### src/logic/ucs_pkg.sv
// Package with register addresses, field positions and reset values.
package ucs_pkg;
  localparam logic [2:0] ADDR_DATA   = 3'h0;
  localparam logic [2:0] ADDR_IEN    = 3'h1;
  localparam logic [2:0] ADDR_ISRC   = 3'h2;
  localparam logic [2:0] ADDR_LFC    = 3'h3;
  localparam logic [2:0] ADDR_MOC    = 3'h4;
  localparam logic [2:0] ADDR_LST    = 3'h5;
  localparam logic [2:0] ADDR_MIS    = 3'h6;
  localparam logic [2:0] ADDR_SCR    = 3'h7;
  localparam int IEN_RX    = 0;
  localparam int IEN_TX    = 1;
  localparam int IEN_LS    = 2;
  localparam int IEN_MS    = 3;
  localparam int IEN_SPEC  = 5;
  localparam int LFC_STOP  = 2;
  localparam int LFC_PEN   = 3;
  localparam int LFC_EVEN  = 4;
  localparam int LFC_FORCE = 5;
  localparam int LFC_BRK   = 6;
  localparam int LFC_DLAB  = 7;
  localparam int MOC_DTR   = 0;
  localparam int MOC_RTS   = 1;
  localparam int MOC_AUX1  = 2;
  localparam int MOC_AUX2  = 3;
  localparam int MOC_LOOP  = 4;
  localparam int MOC_PDN   = 7;
  localparam logic [7:0] IEN_WMASK = 8'h2F;
  localparam logic [7:0] MOC_WMASK = 8'h9F;
  localparam logic [7:0] MOC_SPEC_BITS = 8'h84;
  localparam logic [7:0] SCR_RESET = 8'hFF;
  localparam logic [3:0] SRC_LS   = 4'h6;
  localparam logic [3:0] SRC_RX   = 4'h4;
  localparam logic [3:0] SRC_TX   = 4'h2;
  localparam logic [3:0] SRC_MS   = 4'h0;
  localparam logic [3:0] SRC_NONE = 4'h1;
  localparam logic [3:0] DATA_LEN_BASE = 4'h5;
  // Stop length counted in half bit times.
  localparam logic [2:0] STOP_ONE    = 3'h2;
  localparam logic [2:0] STOP_ONE_HALF = 3'h3;
  localparam logic [2:0] STOP_TWO    = 3'h4;
endpackage

### src/logic/ucs_fifo.sv
// Small synchronous FIFO with valid and ready on both sides.
`timescale 1ns/1ps
module ucs_fifo #(
  parameter int WIDTH = 8,
  parameter int DEPTH = 8
) (
  input  wire logic             clock_i,
  input  wire logic             rstn_i,
  input  wire logic [WIDTH-1:0] in_data_i,
  input  wire logic             in_valid_i,
  output logic                  in_ready_o,
  output logic [WIDTH-1:0]      out_data_o,
  output logic                  out_valid_o,
  input  wire logic             out_ready_i
);
  localparam int AW = $clog2(DEPTH);
  logic [WIDTH-1:0] mem [DEPTH];
  logic [AW-1:0]    wr_q;
  logic [AW-1:0]    rd_q;
  logic [AW:0]      cnt_q;
  logic             push;
  logic             pop;

  // Full and empty come straight from the occupancy count.
  assign in_ready_o  = (cnt_q != (AW+1)'(DEPTH));
  assign out_valid_o = (cnt_q != '0);
  assign out_data_o  = mem[rd_q];
  assign push = in_valid_i && in_ready_o;
  assign pop  = out_valid_o && out_ready_i;

  // Pointers wrap through the whole array; depth is a power of two.
  always_ff @(posedge clock_i or negedge rstn_i)
  begin
    if (!rstn_i)
    begin
      wr_q  <= '0;
      rd_q  <= '0;
      cnt_q <= '0;
    end
    else
    begin
      if (push)
        wr_q <= wr_q + 1'b1;
      if (pop)
        rd_q <= rd_q + 1'b1;
      cnt_q <= cnt_q + (AW+1)'(push) - (AW+1)'(pop);
    end
  end

  // Storage has no reset; only the pointers matter.
  always_ff @(posedge clock_i)
  begin
    if (push)
      mem[wr_q] <= in_data_i;
  end
endmodule // ucs_fifo

### src/logic/ucs_ctrl.sv
// Register file, interrupt prioritiser and modem control of the UART.
`timescale 1ns/1ps
module ucs_ctrl #(
  parameter int FIFO_DEPTH = 8
) (
  input  wire logic       clock_i,
  input  wire logic       rstn_i,
  input  wire logic [2:0] addr_i,
  input  wire logic       rd_i,
  input  wire logic       wr_i,
  input  wire logic [7:0] wdata_i,
  output logic [7:0]      rdata_o,
  output logic            tx_valid_o,
  output logic [7:0]      tx_data_o,
  input  wire logic       tx_ready_i,
  output logic            tx_hold_ready_o,
  input  wire logic       rx_valid_i,
  input  wire logic [7:0] rx_data_i,
  input  wire logic [3:0] rx_err_i,
  input  wire logic       tx_idle_i,
  input  wire logic [3:0] modem_delta_i,
  input  wire logic [3:0] modem_level_i,
  output logic [3:0]      char_len_o,
  output logic [2:0]      stop_halves_o,
  output logic            parity_en_o,
  output logic            parity_even_o,
  output logic            parity_forced_o,
  output logic            parity_force_val_o,
  output logic            tx_break_o,
  output logic [15:0]     divisor_o,
  output logic            loopback_o,
  output logic            power_down_o,
  output logic            dtr_n_o,
  output logic            rts_n_o,
  output logic            ring_indicator_in_n_o,
  output logic            carrier_detect_in_n_o,
  output logic            irq_o,
  output logic            irq_oe_n_o,
  output logic            reset_buf_o,
  input  wire logic       hw_reset_i
);
  typedef struct packed {
    logic [7:0] ien;
    logic [7:0] lfc;
    logic [7:0] moc;
    logic [7:0] scr;
    logic [7:0] dll;
    logic [7:0] divisor_high;
    logic [7:0] rxh;
    logic       rx_full;
    logic [3:0] err;
    logic       ls_pend;
    logic       tx_pend;
    logic       ms_pend;
    logic [3:0] mdelta;
    logic [7:0] rdata;
    logic       hr_s1;
    logic       hr_s2;
  } ucs_state_s;

  ucs_state_s q;
  ucs_state_s d;
  logic       rd_ev;
  logic       wr_ev;
  logic       dlab;
  logic       spec;
  logic       thr_empty;
  logic [7:0] lst;
  logic [3:0] src;
  logic       f_valid;
  logic [7:0] f_data;
  logic       f_ready;

  // Transmit bytes queue here; the shifter drains at its own pace.
  ucs_fifo #(
    .WIDTH (8),
    .DEPTH (FIFO_DEPTH)
  ) u_fifo (
    .clock_i     (clock_i),
    .rstn_i      (rstn_i),
    .in_data_i   (wdata_i),
    .in_valid_i  (wr_ev && addr_i == ucs_pkg::ADDR_DATA && !dlab),
    .in_ready_o  (f_ready),
    .out_data_o  (f_data),
    .out_valid_o (f_valid),
    .out_ready_i (tx_ready_i)
  );

  assign rd_ev = rd_i;
  assign wr_ev = wr_i;
  assign dlab  = q.lfc[ucs_pkg::LFC_DLAB];
  assign spec  = q.ien[ucs_pkg::IEN_SPEC];
  // Holding is empty once the queue has drained into the shifter.
  assign thr_empty = !f_valid;
  assign tx_valid_o = f_valid;
  assign tx_data_o  = f_data;
  assign tx_hold_ready_o = f_ready;

  // Line status word; bit 7 reserved reads zero.
  assign lst = {1'b0, thr_empty && tx_idle_i, thr_empty, q.err,
                q.rx_full};

  // Fixed-priority source encoder.
  always_comb
  begin
    if (q.ls_pend && q.ien[ucs_pkg::IEN_LS])
      src = ucs_pkg::SRC_LS;
    else if (q.rx_full && q.ien[ucs_pkg::IEN_RX])
      src = ucs_pkg::SRC_RX;
    else if (q.tx_pend && q.ien[ucs_pkg::IEN_TX])
      src = ucs_pkg::SRC_TX;
    else if (q.ms_pend && q.ien[ucs_pkg::IEN_MS])
      src = ucs_pkg::SRC_MS;
    else
      src = ucs_pkg::SRC_NONE;
  end

  // Next-state logic for all registers and flags.
  always_comb
  begin
    d = q;
    d.hr_s1 = hw_reset_i;
    d.hr_s2 = q.hr_s1;
    // Hardware events set; host accesses clear; set wins in same cycle.
    d.mdelta = q.mdelta | modem_delta_i;
    if (rd_ev && addr_i == ucs_pkg::ADDR_MIS)
      d.mdelta = modem_delta_i;
    if (rd_ev && addr_i == ucs_pkg::ADDR_MIS)
      d.ms_pend = 1'b0;
    if (|modem_delta_i)
      d.ms_pend = 1'b1;
    if (rd_ev && addr_i == ucs_pkg::ADDR_LST)
      d.ls_pend = 1'b0;
    if (rd_ev && addr_i == ucs_pkg::ADDR_DATA && !dlab)
    begin
      d.rx_full = 1'b0;
      d.err     = '0;
    end
    if (rx_valid_i)
    begin
      if (q.rx_full && !(rd_ev && addr_i == ucs_pkg::ADDR_DATA && !dlab))
        d.err[0] = 1'b1;
      else
      begin
        d.rxh     = rx_data_i;
        d.rx_full = 1'b1;
        d.err     = rx_err_i;
      end
      d.ls_pend = d.ls_pend | (|d.err);
    end
    // Transmit ready: set while empty and enabled, cleared per rules.
    if (wr_ev && addr_i == ucs_pkg::ADDR_DATA && !dlab)
      d.tx_pend = 1'b0;
    if (rd_ev && addr_i == ucs_pkg::ADDR_ISRC && !q.ien[ucs_pkg::IEN_TX])
      d.tx_pend = 1'b0;
    if (thr_empty && !q.tx_pend && f_valid != 1'b1
        && !(wr_ev && addr_i == ucs_pkg::ADDR_DATA && !dlab)
        && (q.ien[ucs_pkg::IEN_TX] || (wr_ev && addr_i == ucs_pkg::ADDR_IEN
        && !dlab && wdata_i[ucs_pkg::IEN_TX])))
      d.tx_pend = 1'b1;
    if (wr_ev)
    begin
      case (addr_i)
        ucs_pkg::ADDR_DATA:
          if (dlab)
            d.dll = wdata_i;
        ucs_pkg::ADDR_IEN:
          if (dlab)
            d.divisor_high = wdata_i;
          else
            d.ien = wdata_i & ucs_pkg::IEN_WMASK;
        ucs_pkg::ADDR_LFC:
          d.lfc = wdata_i;
        ucs_pkg::ADDR_MOC:
          if (spec)
            d.moc = wdata_i & ucs_pkg::MOC_WMASK;
          else
            d.moc = (wdata_i & ucs_pkg::MOC_WMASK & ~ucs_pkg::MOC_SPEC_BITS)
                    | (q.moc & ucs_pkg::MOC_SPEC_BITS);
        ucs_pkg::ADDR_SCR:
          d.scr = wdata_i;
        default:
          d.scr = q.scr;
      endcase
    end
    // Read data is registered and presented the cycle after the strobe.
    d.rdata = 8'h00;
    if (rd_ev)
    begin
      case (addr_i)
        ucs_pkg::ADDR_DATA:
          d.rdata = dlab ? q.dll : q.rxh;
        ucs_pkg::ADDR_IEN:
          d.rdata = dlab ? q.divisor_high : q.ien;
        ucs_pkg::ADDR_ISRC:
          d.rdata = {4'h0, src};
        ucs_pkg::ADDR_LFC:
          d.rdata = q.lfc;
        ucs_pkg::ADDR_MOC:
          d.rdata = spec ? q.moc : (q.moc & ~8'h80);
        ucs_pkg::ADDR_LST:
          d.rdata = lst;
        ucs_pkg::ADDR_MIS:
          d.rdata = {modem_level_i, q.mdelta};
        ucs_pkg::ADDR_SCR:
          d.rdata = q.scr;
        default:
          d.rdata = 8'h00;
      endcase
    end
  end

  // Single state register; soft reset never reaches here.
  always_ff @(posedge clock_i or negedge rstn_i)
  begin
    if (!rstn_i)
    begin
      q     <= '0;
      q.scr <= ucs_pkg::SCR_RESET;
    end
    else
      q <= d;
  end

  // Format decode for the shifters.
  assign char_len_o = ucs_pkg::DATA_LEN_BASE + {2'b00, q.lfc[1:0]};
  always_comb
  begin
    if (!q.lfc[ucs_pkg::LFC_STOP])
      stop_halves_o = ucs_pkg::STOP_ONE;
    else if (q.lfc[1:0] == 2'b00)
      stop_halves_o = ucs_pkg::STOP_ONE_HALF;
    else
      stop_halves_o = ucs_pkg::STOP_TWO;
  end
  assign parity_en_o     = q.lfc[ucs_pkg::LFC_PEN];
  assign parity_even_o   = q.lfc[ucs_pkg::LFC_EVEN];
  assign parity_forced_o = q.lfc[ucs_pkg::LFC_FORCE];
  assign parity_force_val_o = !q.lfc[ucs_pkg::LFC_EVEN];
  assign tx_break_o = q.lfc[ucs_pkg::LFC_BRK];
  assign divisor_o  = {q.divisor_high, q.dll};
  assign rdata_o    = q.rdata;

  // Modem outputs and loopback.
  assign loopback_o   = q.moc[ucs_pkg::MOC_LOOP];
  assign power_down_o = spec && q.moc[ucs_pkg::MOC_PDN];
  assign dtr_n_o = !q.moc[ucs_pkg::MOC_DTR];
  assign rts_n_o = !q.moc[ucs_pkg::MOC_RTS];
  assign ring_indicator_in_n_o = !q.moc[ucs_pkg::MOC_AUX1];
  assign carrier_detect_in_n_o = !q.moc[ucs_pkg::MOC_AUX2];
  assign irq_o = (src != ucs_pkg::SRC_NONE);
  // Pin enable is active low; loopback keeps the pin released.
  assign irq_oe_n_o = !(q.moc[ucs_pkg::MOC_AUX2] && !loopback_o);
  // Soft reset only in special mode and outside loopback.
  assign reset_buf_o = q.hr_s2 || (spec && !loopback_o
                       && q.moc[ucs_pkg::MOC_AUX1]);

  src_prio_a: assert property (@(posedge clock_i) disable iff (!rstn_i)
    (q.ls_pend && q.ien[ucs_pkg::IEN_LS]) |-> src == ucs_pkg::SRC_LS)
    else $error("line status not top priority");
  src_none_a: assert property (@(posedge clock_i) disable iff (!rstn_i)
    (src == ucs_pkg::SRC_NONE) |-> !irq_o)
    else $error("irq raised with nothing pending");
  rx_ready_a: assert property (@(posedge clock_i) disable iff (!rstn_i)
    (rx_valid_i && !q.rx_full) |=> (lst[0] && q.rxh == $past(rx_data_i)))
    else $error("received byte not held");
  overrun_keep_a: assert property (@(posedge clock_i) disable iff (!rstn_i)
    (rx_valid_i && q.rx_full && !rd_ev) |=> (q.err[0] && $stable(q.rxh)))
    else $error("overrun lost or corrupted data");
  lst_clear_a: assert property (@(posedge clock_i) disable iff (!rstn_i)
    (rd_ev && addr_i == ucs_pkg::ADDR_LST && !rx_valid_i) |=> !q.ls_pend)
    else $error("line status read did not clear");
  ms_gate_a: assert property (@(posedge clock_i) disable iff (!rstn_i)
    !q.ien[ucs_pkg::IEN_MS] |-> src != ucs_pkg::SRC_MS || !q.ms_pend)
    else $error("modem interrupt while disabled");
  ms_clear_a: assert property (@(posedge clock_i) disable iff (!rstn_i)
    (rd_ev && addr_i == ucs_pkg::ADDR_MIS && !(|modem_delta_i))
    |=> !q.ms_pend)
    else $error("modem status read did not clear");
  pdn_gate_a: assert property (@(posedge clock_i) disable iff (!rstn_i)
    power_down_o |-> spec)
    else $error("power down outside special mode");
  tx_clear_a: assert property (@(posedge clock_i) disable iff (!rstn_i)
    (wr_ev && addr_i == ucs_pkg::ADDR_DATA && !dlab) |=> !q.tx_pend)
    else $error("transmit ready not cleared by load");
endmodule // ucs_ctrl

### config.mk
export PLATFORM = sky130hd
export DESIGN_NAME = ucs_ctrl
export DESIGN_NICKNAME = d
export VERILOG_FILES = /design/src/logic/ucs_pkg.sv /design/src/logic/ucs_fifo.sv /design/src/logic/ucs_ctrl.sv
export SDC_FILE = /design/constraint.sdc
export NUM_CORES = 1
export LEC_CHECK = 0
export ABC_AREA = 1
export BUFFER_PORTS_ARGS = -buffer_cell sky130_fd_sc_hd__buf_2
export CORE_MARGIN = 2
export CORE_UTILIZATION = 50
export DETAILED_ROUTE_END_ITERATION = 10
export HOLD_SLACK_MARGIN = 0.05
export PLACE_DENSITY_LB_ADDON = 0.2
export SETUP_SLACK_MARGIN = 0.15
export SKIP_CTS_REPAIR_TIMING = 1
export SYNTH_ARGS = -nofsm -noshare
export SYNTH_HDL_FRONTEND = slang
export SYNTH_SLANG_ARGS = --single-unit
export TNS_END_PERCENT = 5
### constraint.sdc
create_clock -name clock_i -period 4 [get_ports clock_i]
set_input_delay 0.4 -clock clock_i [delete_from_list [all_inputs] [get_ports clock_i]]
set_output_delay 0.4 -clock clock_i [all_outputs]
set_load 0.03 [all_outputs]
==> impl_results.md <==
* Clock sink count at 147
* Root Buffer: clkbuf_16
* Nature of the critical path startpoint: flop
* Initial cell density of the core at 51.44%
* CP Cell Sequence: buf_4, inv_1, o21ai_0, o21ai_1, nand2_1, nand2_1, buf_2
* CTS buffer count at 17
* CTS tree: built
* Max VDD drop at 0.2854 mV
* GRT Overall Usage at about a quarter
* Min Tclk post-route at around 2900 ps
* Unrepaired setup endpoints after global routing: no
* Worst path required time at 3600 ps
* Headroom to the max-slew limit at 24.12%
* Hold WC Path Type: input pin to flop
* Hold slack final at 79.83 ps
* HP Start: hw_reset_i
* Port bufs at 93
* Core ar. at 13350 um^2
* Netlist area before placement at 6867 um^2
* Non-filler instance count after layout at 993
* Worst path top cell family by delay: buffers and inverters
* Clk buf depth at 2
* EDFF count, synth at between 60 and 70
* Util after Layout at between 50% and 60%
* Drt pass-1 iters at 5
* Pint at ~3.1 mW
* Rows at 42
* CP max stage delay at about 710 ps
* Area Growth Syn to Fin at 12.65%
* ANT cells at 0
* GRT met1 Usage at 35.34%
* Die span in y at 121.2 um
* Final Hold Fails at 0
* Syn Inst Count at 741
* Gate power share at 31.4%
* Post-route worst setup slack at between 1000 and 1500 ps
* CP endpoint kind: output pin
* Yosys reg bits at ~150
* Worst R2R Path Depth at 4
* H-tree depth at 4
* Inst Count DP at 961
* Synth area leaders: edfxtp_1 28%, dfrtp_1 27%, nand2_1 11%
* Reg-to-Reg Start: dlab
* Synthesis Warnings at 0
* ANT nets after route at 0
* Hold Crit Endpoint: d[0]
* I/O pin cnt at 94
* Top FF cell, synth: dfrtp_1
* Endpoints failing setup at 0
* Critical path's most frequent cell: nand2_1
* Vias per inst at around 5.3
* Clock network fraction of design power at 27.8%
* Initial antenna violation count at 0
* HPWL after DPL at 12.02 mm
* Critical R2R Capture: u_fifo.mem[3][5]
* DIE WIDTH at 121.2 um
* Synth cell count leaders: 201 x nand2_1, 98 x o21ai_0, 75 x dfrtp_1
* Skew-Pair Late Insertion Delay at 420 ps
* Gp weighted congestion at 0.8777
* Post-synth ARST share at 56.46%
* Clk slew on worst S/H paths at ~60 ps
* Crit-path slowest cell: inv_1
* Pwr Density at 639.0 nW/um^2
* Die area at 14690 um^2
* Post-synthesis sequential area ratio at approximately three fifths
* Yosys top cell area share at roughly 28%
* Met3 Use GR at 5.357%
* Layout cells sized above 1 at 17.99%
* R2r setup slk at 1700 ps
* Reg power frac at 40.8%
* Met2 Usage GRT at 35.85%
* Leading area contributor after synthesis: edfxtp_1
* Largest net degree at the start of global routing at 84
* Nets@finish at 854
* Buf+Inv Stages, Crit Path at 3
* Vias in the first global route at between 4000 and 5000
* Dpl ws at 1173 ps
* Worst-case clock skew at roughly 6.3 ps
* Switch share at 37.80%
* Top Usage Layer GRT: met2
* Net Count, Synth at 791
* Synthesized area per cell at between 9 and 10 um^2
* Final TNS setup at 0 ps
* Pleak at 3.618 nW
* Final-report max-slew violation count at 0
* Top-count cell post-synth: nand2_1
* Switching Power at around 1.9 mW
* DR vias at 5294
* CP Data Arrival Time at 2520 ps
* DRT iter0 DRCs at roughly 540
* First-pass GRT wire length at between 20 and 30 mm
* Worst slew pin tran at ~1100 ps
* Routed WL at 16.74 mm
* Hold depth at 1
* Tcrit/Tclk final at 73.01%
* Status: complete, no violations
* Number of remaining DRC errors at 0
* Critical path peak fanout at 34
* Avg WL per Cell at 16.86 um
* Crit Path Class: flop to output pin
* GRT overflow at 0
* Synth unique cells at 35
* Max-cap viol count at 0
* Max Freq at ~340 MHz
==> metal layers <==
layer	vias to the layer above	share of wire (%)
li1	2535	-
met5	-	0
met1	2529	46
met2	207	45
met4	0	1.8
met3	23	7.6
==> kinds of logic (layout without fill, tap and decap cells) <==
| group | count (synthesis) | after routing | synth area share [%] |
|---|---|---|---|
| DFF | 147 | 147 | 58.38 |
| xor gates and xnor gates | 5 | 5 | 0.6377 |
| AOI/OAI and AO/OA | 128 | 128 | 9.566 |
| adders and majority gates | 11 | 11 | 2.114 |
| buffers and inverters | 111 | 187 | 8.291 |
| and+or+nand+nor | 339 | 339 | 21.01 |
==> power groups by stage <==
stage               clock network (mW)  logic [mW]  registers [mW]
finish                            1.37        1.55            2.02
global route                      1.46        1.73            2.05
CTS                               1.39        1.56            2.01
detailed placement                   0        1.56            2.04
global placement                     0        1.53            2.03
floorplan                            0        1.22            1.96
==> flip-flops by register name (all words and copies together) (netlist names), 3 cells and up <==
register and flops:
u_fifo.wr_q 3, u_fifo.cnt_q 4, rdata_o 8, divisor_o 16, q 37, u_fifo.rd_q 3
lst 5, u_fifo.mem 64
==> metrics by stage <==
stage	power (mW)	instance area, um^2
after CTS	4.966	7735
after global placement	3.555	7226
after global routing	5.238	7735
final	4.943	7735
after floorplan	3.180	6867
after detailed placement	3.593	7226
==> layout by cell type (no fill, tap or decap), types with 3 or more instances in the layout <==
cell type  netlist  final
o21ai_1         12     12
xor2_1           4      4
nand3_1         39     39
clkbuf_16        0     17
dfstp_2          8      8
clkinv_2         0      3
nor3_1           8      8
ha_1            10     10
nand4_1          6      6
nor2_4           3      3
nor2_1          69     69
nand2_2          4      4
nand2_1        201    201
clkinv_1         1      5
o21bai_1         4      4
inv_1           54     54
nand2_4          3      3
a21oi_1         12     12
edfxtp_1        64     64
buf_4           27      3
o21ai_0         98     98
buf_2            8     92
dfrtp_1         75     75
inv_2            5      5
clkbuf_1        10      5
==> worst max path at each step <==
| stage | to | cells after the start | from | slack, ps |
|---|---|---|---|---|
| finish | tx_data_o[1] | 7 | u_fifo.rd_q[0] | 1080 |
| global route | tx_data_o[3] | 7 | u_fifo.rd_q[0] | 840 |
| global placement | u_fifo.mem[3][5] | 6 | addr_i[2] | 1320 |
| detailed placement | u_fifo.mem[3][5] | 6 | addr_i[2] | 1170 |
| CTS | tx_data_o[1] | 7 | u_fifo.rd_q[0] | 1040 |
| floorplan | u_fifo.cnt_q[2] | 10 | u_fifo.cnt_q[2] | 1650 |
==> layout make-up <==
type,instances,area (um^2)
fill,1195,5613
sequential,147,4009
multi-input combinational,483,2288
timing repair buffer,95,483.0
clock buffer,24,471.7
inverter,60,225.2
tap,176,220.2
clock inverter,8,37.54
(Power assumes the default switching activity.)
